**config.mk**
```make
export PLATFORM = sky130hd
export DESIGN_NAME = hss_sequencer
export DESIGN_NICKNAME = d
export VERILOG_FILES = /design/src/hss_sequencer.v
export VERILOG_INCLUDE_DIRS = /design/src
export SDC_FILE = /design/constraint.sdc
export NUM_CORES = 1
export LEC_CHECK = 0
export BUFFER_PORTS_ARGS = -buffer_cell sky130_fd_sc_hd__buf_2
export CORE_MARGIN = 8
export CORE_UTILIZATION = 45
export DETAILED_ROUTE_END_ITERATION = 7
export GPL_TIMING_DRIVEN = 0
export SLEW_MARGIN = 10
export SYNTH_ARGS = -nofsm -noshare
export SYNTH_HDL_FRONTEND = slang
export SYNTH_SLANG_ARGS = --single-unit
```
**constraint.sdc**
```tcl
create_clock -name CLK_SYS -period 2.6 [get_ports CLK_SYS]
set_input_delay 0.52 -clock CLK_SYS [delete_from_list [all_inputs] [get_ports CLK_SYS]]
set_output_delay 0.52 -clock CLK_SYS [all_outputs]
set_load 0.01 [all_outputs]
```
**src/hss_regs.vh**
```
// hardware standby sequencer constants: state codes, reset sequence length, pin sync reset values
// assumes inclusion by hss_sequencer.v only
`ifndef HSS_REGS_VH
`define HSS_REGS_VH
// ==========================================
// sequencer state encodings
`define HSS_ST_RUN 3'h0
`define HSS_ST_STANDBY 3'h1
`define HSS_ST_OSC_WAKE 3'h2
`define HSS_ST_RESET_SEQ 3'h3
`define HSS_ST_RESET_HOLD 3'h4
// ==========================================
// reset sequence length in cycles
`define HSS_RESET_SEQ_CYCLES 8'h08
// ==========================================
// power-on values of the halt and mode pin synchronisers (inactive)
`define HSS_SYNC_RESET 3'h7
`define HSS_MODE_SYNC_RESET 3'h7
`endif

```
**src/hss_sequencer.v**
```verilog
// hardware standby sequencer: pin-driven standby entry and two-pin recovery
// assumes the standby, reset and mode pins arrive asynchronously to CLK_SYS
//
// Notes on behaviour
// - standby pin low forces standby from every state
// - in standby the cpu halts, peripherals stop, ports float
// - entering standby returns peripheral registers to initial values
// - on-chip ram contents are kept; nothing else survives standby
// - both mode pins low in standby selects prom programming mode
// - standby release restarts the oscillator; reset release still needed
// - reset rising after standby release runs reset sequence, then program
`timescale 1ns/100ps
`include "hss_regs.vh"
module hss_sequencer #(
  parameter RESET_SEQ_CYCLES = `HSS_RESET_SEQ_CYCLES
) (
  input wire CLK_SYS,
  input wire RSTN,
  input wire HW_HALT_REQUEST_N,
  input wire CHIP_INIT_PIN_N,
  input wire BOOT_MODE_SELECT_HI,
  input wire BOOT_MODE_SELECT_LO,
  input wire ONCHIP_RAM_ENABLE,
  output reg CPU_RUN,
  output reg PERIPH_CLOCK_EN,
  output reg PERIPH_RESET_N,
  output reg PORT_OE_N,
  output reg OSC_ENABLE,
  output reg RAM_ACCESS_EN,
  output reg RAM_RETAIN,
  output reg PROM_MODE,
  output reg IN_STANDBY
);
  // ==========================================
  // pin synchronisers: three stages, change accepted when stages 2 and 3 agree
  reg [2:0] halt_sync;
  reg [2:0] init_sync;
  reg [2:0] mhi_sync;
  reg [2:0] mlo_sync;
  reg halt_n;
  reg init_n;
  reg mode_hi;
  reg mode_lo;

  // two-sample agreement filter: keep the held level until stages 2 and 3 agree
  // a one-cycle pulse never shows in both stages at once, so it is dropped
  function sync_filter;
    input [2:0] stages;
    input held;
    begin
      sync_filter = (stages[1] == stages[2]) ? stages[2] : held;
    end
  endfunction

  // all four pins share one synchroniser process so their latency is equal
  always @(posedge CLK_SYS or negedge RSTN) begin
    if (!RSTN) begin
      halt_sync <= `HSS_SYNC_RESET;
      init_sync <= 3'h0;
      mhi_sync <= `HSS_MODE_SYNC_RESET;
      mlo_sync <= `HSS_MODE_SYNC_RESET;
      halt_n <= 1'b1;
      init_n <= 1'b0;
      mode_hi <= 1'b1;
      mode_lo <= 1'b1;
    end else begin
      halt_sync <= {halt_sync[1:0], HW_HALT_REQUEST_N};
      init_sync <= {init_sync[1:0], CHIP_INIT_PIN_N};
      mhi_sync <= {mhi_sync[1:0], BOOT_MODE_SELECT_HI};
      mlo_sync <= {mlo_sync[1:0], BOOT_MODE_SELECT_LO};
      // stage 1 is read only by stage 2, so a possibly metastable first sample never reaches the filter
      halt_n <= sync_filter(halt_sync, halt_n);
      init_n <= sync_filter(init_sync, init_n);
      mode_hi <= sync_filter(mhi_sync, mode_hi);
      mode_lo <= sync_filter(mlo_sync, mode_lo);
    end
  end

  // ==========================================
  // sequencer state machine
  localparam ST_RUN = `HSS_ST_RUN;
  localparam ST_STANDBY = `HSS_ST_STANDBY;
  localparam ST_OSC_WAKE = `HSS_ST_OSC_WAKE;
  localparam ST_RESET_SEQ = `HSS_ST_RESET_SEQ;
  localparam ST_RESET_HOLD = `HSS_ST_RESET_HOLD;
  reg [2:0] state;
  reg [2:0] next_state;
  reg [7:0] seq_count;
  reg [7:0] next_seq_count;
  always @* begin
    next_state = state;
    next_seq_count = seq_count;
    if (!halt_n) begin
      next_state = ST_STANDBY;
    end else begin
      case (state)
        ST_STANDBY: next_state = ST_OSC_WAKE;
        // leaving ST_OSC_WAKE needs a release of the reset pin, not just halt high
        ST_OSC_WAKE: if (init_n) begin
          next_state = ST_RESET_SEQ;
          next_seq_count = 8'h00;
        end
        ST_RESET_HOLD: if (init_n) begin
          next_state = ST_RESET_SEQ;
          next_seq_count = 8'h00;
        end
        ST_RESET_SEQ: begin
          if (!init_n) begin
            next_state = ST_RESET_HOLD;
          end else if (seq_count == RESET_SEQ_CYCLES[7:0] - 8'h01) begin
            next_state = ST_RUN;
          end else begin
            next_seq_count = seq_count + 8'h01;
          end
        end
        ST_RUN: if (!init_n) next_state = ST_RESET_HOLD;
        default: next_state = ST_RESET_HOLD;
      endcase
    end
  end

  // chip comes out of power-on reset held in reset until the pin releases
  always @(posedge CLK_SYS or negedge RSTN) begin
    if (!RSTN) begin
      state <= ST_RESET_HOLD;
      seq_count <= 8'h00;
    end else begin
      state <= next_state;
      seq_count <= next_seq_count;
    end
  end

  // ==========================================
  // registered outputs derived from the next state
  // decoding from next_state keeps every output in step with the state register,
  // at the cost of a longer combinational path into each output flop

  // true when a state code means the core is executing
  function is_run;
    input [2:0] st;
    begin
      is_run = (st == ST_RUN);
    end
  endfunction

  // true when a state code means the chip stands by
  function is_standby;
    input [2:0] st;
    begin
      is_standby = (st == ST_STANDBY);
    end
  endfunction

  // cpu executes only in the run state; reset hold and standby both halt it
  always @(posedge CLK_SYS or negedge RSTN) begin
    if (!RSTN) begin
      CPU_RUN <= 1'b0;
    end else begin
      CPU_RUN <= is_run(next_state);
    end
  end

  // peripheral clocks stop everywhere but run
  always @(posedge CLK_SYS or negedge RSTN) begin
    if (!RSTN) begin
      PERIPH_CLOCK_EN <= 1'b0;
    end else begin
      PERIPH_CLOCK_EN <= is_run(next_state);
    end
  end

  // peripherals held in reset in standby and until the reset sequence ends
  always @(posedge CLK_SYS or negedge RSTN) begin
    if (!RSTN) begin
      PERIPH_RESET_N <= 1'b0;
    end else begin
      PERIPH_RESET_N <= is_run(next_state);
    end
  end

  // ports float in standby; elsewhere the port logic decides direction itself
  always @(posedge CLK_SYS or negedge RSTN) begin
    if (!RSTN) begin
      PORT_OE_N <= 1'b1;
    end else begin
      PORT_OE_N <= is_standby(next_state);
    end
  end

  // oscillator stops only in standby; settling is left to the supervisor
  always @(posedge CLK_SYS or negedge RSTN) begin
    if (!RSTN) begin
      OSC_ENABLE <= 1'b1;
    end else begin
      OSC_ENABLE <= !is_standby(next_state);
    end
  end

  // ram array keeps its contents while the retention supply is held
  always @(posedge CLK_SYS or negedge RSTN) begin
    if (!RSTN) begin
      RAM_RETAIN <= 1'b0;
    end else begin
      RAM_RETAIN <= is_standby(next_state);
    end
  end

  // ram access gated off outside run, so no stray write can touch kept data
  always @(posedge CLK_SYS or negedge RSTN) begin
    if (!RSTN) begin
      RAM_ACCESS_EN <= 1'b0;
    end else begin
      RAM_ACCESS_EN <= is_run(next_state) && ONCHIP_RAM_ENABLE;
    end
  end

  // mode pins are meaningful only while standing by; flag only, no other effect
  always @(posedge CLK_SYS or negedge RSTN) begin
    if (!RSTN) begin
      PROM_MODE <= 1'b0;
    end else begin
      PROM_MODE <= is_standby(next_state) && !mode_hi && !mode_lo;
    end
  end

  // standby status for the rest of the chip and for board debug
  always @(posedge CLK_SYS or negedge RSTN) begin
    if (!RSTN) begin
      IN_STANDBY <= 1'b0;
    end else begin
      IN_STANDBY <= is_standby(next_state);
    end
  end
endmodule // hss_sequencer

```
* Word-level counts from Yosys, hierarchy flattened
Cells that the tools add are included.
** Word-level totals
- Flip-flop bits (word level) :: 33
- Input bits :: 7
- Output and inout bits :: 9
- Word-level logic and storage cells :: 51
** Operators by class
- Add/subtract/negate cells :: 1
- Equality and inequality tests :: 13
- Multiplexer cells :: 10
- Reduce and logical (&&, ||, !) cells :: 11
** Operators with widths (number)
- $mux W8 :: 3
- $pmux W8 S2 :: 1
- $mux W3 :: 5
- $pmux W3 S4 :: 1
- $add A8 B1 Y8 const B :: 1
- $eq A8 B3 Y1 const B :: 1
- $eq A3 B1 Y1 const B :: 2
- $eq A3 B2 Y1 const B :: 2
- $logic_not A3 Y1 :: 2
- $reduce_and A5 Y1 :: 1
- $eq A1 B1 Y1 :: 4
- $ne A2 B2 Y1 const B :: 2
- $eq A3 B3 Y1 const B :: 1
- $logic_and A1 B1 Y1 :: 3
- $logic_not A1 Y1 :: 3
- $ne A2 B1 Y1 const B :: 1
- $reduce_bool A2 Y1 :: 1
- $reduce_or A2 Y1 :: 1

* Longest topological paths before layout
- Depth after elaboration :: 8
- Mapped depth :: 5

* Worst setup path before layout
No wires, ideal clock.
- Kind :: register to register
- Start point :: register halt_n
- End point :: register seq_count[2]
- Library setup time :: 126 ps
- Data arrival time :: 1434 ps
- Data required time :: 2474 ps
- Setup slack :: 1040 ps
- Cell stages (with the launch flop) :: 5
- Buffers on the path :: 1
- Clock period less this slack :: 1560 ps
- Cells stage by stage :: dfstp_2 > buf_2 > nand2_2 > or3_1 > a311o_1
** Between the ends
- Cells in the longest elaborated chain, start to end :: 1
** RTL lines
- start: declaration :: RTL line hss_sequencer.v:40 : reg halt_n;
- start signal: assignment :: RTL line hss_sequencer.v:72 : halt_n <= sync_filter(halt_sync, halt_n);
- $reduce_and A5 Y1 (no line)
- end signal: assignment :: RTL line hss_sequencer.v:129 : seq_count <= next_seq_count;
- end: declaration :: RTL line hss_sequencer.v:88 : reg [7:0] seq_count;
Every way passes these cells.
A chain may end at the register's enable or synchronous reset.

* Worst setup path after layout
- Start point :: register halt_n
- End point :: register seq_count[1]
Same word-level chain as after synthesis.

==> impl_metrics.json <==
{
  "syn_nets": 118,
  "vias_per_cell": 5.39,
  "core_area_um2": 2780,
  "finalSetupTns_ns": 0,
  "dp_hpwl_mm": 1.53,
  "ctsHoldBuffers": 0,
  "clkTransAtPathRegs_ns": 0.09,
  "cp_max_fo": 10,
  "drive_gt1_share_pct": 34.1,
  "end_kind": "register",
  "rsz0062_at_grt": "false",
  "syn_inst": 110,
  "crit_path_start_kind": "register",
  "cts_num_sinks": 33,
  "num_io_pins": 16,
  "grt_start_max_net_pins": 34,
  "drt_iter0_drc": 53,
  "antenna_found_initial": 0,
  "grt_pass1_wl_mm": 3.90,
  "ant_nets": 0,
  "max_cap_violations": 0,
  "gp_congestion": 0.832,
  "seqPwrFrac_pct": 51.9,
  "comb_power_share_pct": 17.7,
  "insertion_delay_ns": 0.33,
  "hold_viol": 0,
  "worstPathCellList": "buf_2 > nand2_2 > nor3_1 > a21oi_1 > a32o_1",
  "p_sw_uw": 321,
  "fp.dieH_um": 70.3,
  "antenna_cells": 0,
  "cts_resized": 0,
  "grt_pass1_vias": 883,
  "tightest_slew_ns": 0.689,
  "cp_slowest_cell": "dfstp_2",
  "start_util_pct": 47.8,
  "fill_cells": 253,
  "synth_area_um2": 1330,
  "vias": 879,
  "setup_violations": 0,
  "synth-seq-cells": 33,
  "area_growth_syn_to_layout_pct": 14.0,
  "yosysTopAreaCell": "dfrtp_1",
  "cts_inserted_buffers": 5,
  "nets": 140,
  "cts_setup_buffers": 0,
  "hp-class": "input pin to asynchronous set/reset pin",
  "die_area_um2": 4950,
  "avgRoutedWirePerCell_um": 13.8,
  "grt_overflow": 0,
  "p_sw_share_pct": 27.2,
  "fin_crit_sh_pct": 70.8,
  "h-tree-depth": 2,
  "yosysWarnings": 0,
  "peakVddDrop_mv": 0.460,
  "busiest_layer": "met2",
  "relSlewSlack_pct": 54.1,
  "syn_area_per_cell_um2": 12.1,
  "max_freq_ghz": 0.544,
  "status": "completed",
  "ys_seq_area_share_pct": 63.6,
  "arrival_ns": 2.06,
  "rows": 19,
  "cellPowerDensity_nw_per_um2": 779,
  "drv_slew": 0,
  "wl_mm": 2.25,
  "cts_tree": "built",
  "worst_hold_slack_ns": 0.224,
  "grtUsageMet3_pct": 5.23,
  "cts_root_buffer": "clkbuf_4",
  "io_buffers": 15,
  "crit_required_ns": 2.82,
  "criticalPathCategory": "register to register",
  "yosys.area.top_type_share_pct": 33.9,
  "grt_use_met1_pct": 11.7,
  "p_leak_uw": 0.000667,
  "use_met2_pct": 13.8,
  "cts.path.max_buffers": 2,
  "track_usage_pct": 9.87,
  "ys_types": 36,
  "die_w_um": 70.3,
  "dr.pass1.iters": 5,
  "synth_top_cells_by_area": "dfrtp_1 (34%), dfstp_2 (30%), xnor2_1 (3.3%)",
  "clockPowerShare_pct": 30.4,
  "intPower_uw": 859,
  "drc": 0,
  "fin_crit_ns": 1.84,
  "crit_path_max_incr_delay_ns": 0.52,
  "clock_skew_ns": 0.00446
}
-- power by group through the flow --
stage / clock network (uW) / registers, uW / logic [uW]
final: 359 / 612 / 208
after global routing: 396 / 620 / 234
after CTS: 373 / 612 / 210
after detailed placement: 0 / 622 / 209
after global placement: 0 / 620 / 204
after floorplan: 0 / 619 / 147
-- cell type report --
class                   instances  area [um^2]  area share [%]
flip-flops and latches         33          845            55.7
multi-input cells              68          435            28.7
repair buffers                 15         75.1            4.95
plain buffers                   8         45.0            2.97
well taps                      31         38.8            2.56
clock buffers                   5         37.5            2.48
clock inverters                 2         35.0            2.31
inverters                       1         3.75           0.248
-- layout by cell type (no fill, tap or decap), types with 2 or more instances in the layout --
| master | Yosys | routed |
|---|---|---|
| nand2_1 | 5 | 5 |
| and2_1 | 2 | 2 |
| xnor2_1 | 5 | 5 |
| a21o_1 | 2 | 2 |
| dfrtp_1 | 18 | 18 |
| buf_4 | 3 | 3 |
| clkbuf_4 | 0 | 5 |
| nand3_1 | 4 | 4 |
| dfstp_2 | 15 | 15 |
| nor4_1 | 3 | 3 |
| maj3_1 | 4 | 4 |
| nor2_1 | 9 | 9 |
| o21ai_0 | 2 | 2 |
| nor2b_1 | 2 | 2 |
| nor3_1 | 6 | 6 |
| buf_2 | 2 | 17 |
| nand4_1 | 3 | 3 |
| clkbuf_1 | 2 | 2 |
| or3_1 | 2 | 2 |
| a21oi_1 | 3 | 3 |
| nand2b_1 | 2 | 2 |
-- cells in the mapped netlist (all sizes together) --
cell type  count
dfrtp         18
dfstp         15
nor2           9
nand2          6
nor3           6
buf            5
xnor2          5
maj3           4
nand3          4
a21oi          3
clkbuf         3
nand4          3
nor4           3
a21o           2
and2           2
nand2b         2
nor2b          2
o21ai          2
or3            2
a311o          1
a31oi          1
a32o           1
and3           1
ha             1
inv            1
mux2i          1
nand3b         1
nand4bb        1
nor3b          1
o21a           1
o311ai         1
o31ai          1
or2            1
-- stage by stage --
step | instances | setup slack [ns] | power [uW] | area [um^2] | utilization (%)
4_1_cts | 163 | 0.760 | 1200 | 1520 | 54.5
2_1_floorplan | 110 | 1.04 | 766 | 1330 | -
5_1_grt | 163 | 0.625 | 1250 | 1520 | 54.5
3_3_place_gp | 156 | 0.771 | 824 | 1440 | 51.9
6_report | 163 | 0.760 | 1180 | 1520 | 54.5
3_5_place_dp | 156 | 0.768 | 830 | 1440 | 51.9
-- worst paths after layout --
kind,start,endpoint,slack (ns),cells past startpoint
worst max-delay path,halt_n$_DFFE_PN1N_,seq_count[1]$_DFFE_PN0P_,0.76,5
worst min-delay path,RSTN,init_sync[0]$_DFF_PN0_,0.22,1
worst max register to register,halt_n$_DFFE_PN1N_,seq_count[1]$_DFFE_PN0P_,0.76,5
worst min register to register,mlo_sync[0]$_DFF_PN1_,mlo_sync[1]$_DFF_PN1_,0.36,0
max in group asynchronous,RSTN,seq_count[4]$_DFFE_PN0P_,1.94,1
min in group CLK_SYS,HW_HALT_REQUEST_N,halt_sync[0]$_DFF_PN1_,0.28,1
-- state kept, by name, summed over array words and instances (netlist names), 3 cells and up --
register   count
init_sync      3
mlo_sync       3
state          3
mhi_sync       3
halt_sync      3
seq_count      8
-- critical path: cells and delay by family (launching register included) --
| kind | cells | cell delay (ns) |
|---|---|---|
| buffers and inverters | 1 | 0.21 |
| and+or+nand+nor | 2 | 0.69 |
| DFF | 1 | 0.52 |
| AOI/OAI and AO/OA | 2 | 0.31 |
-- logic make-up (layout without fill, tap and decap cells) --
logic type | after synthesis | after routing | share of synthesized area (%)
and+or+nand+nor | 44 | 44 | 18.0
DFF | 33 | 33 | 63.6
AOI/OAI and AO/OA | 13 | 13 | 6.78
buffers and inverters | 9 | 31 | 3.67
adders and majority gates | 5 | 5 | 3.95
xor gates and xnor gates | 5 | 5 | 3.30
muxes | 1 | 1 | 0.753
-- routing by layer --
metal,wire length [um],part of all wire [%],vias up
li1,-,-,428
met1,1090,48,422
met2,970,43,23
met3,135,6.0,6
met4,55,2.4,0
met5,0,0,-
(Power assumes the default switching activity.)
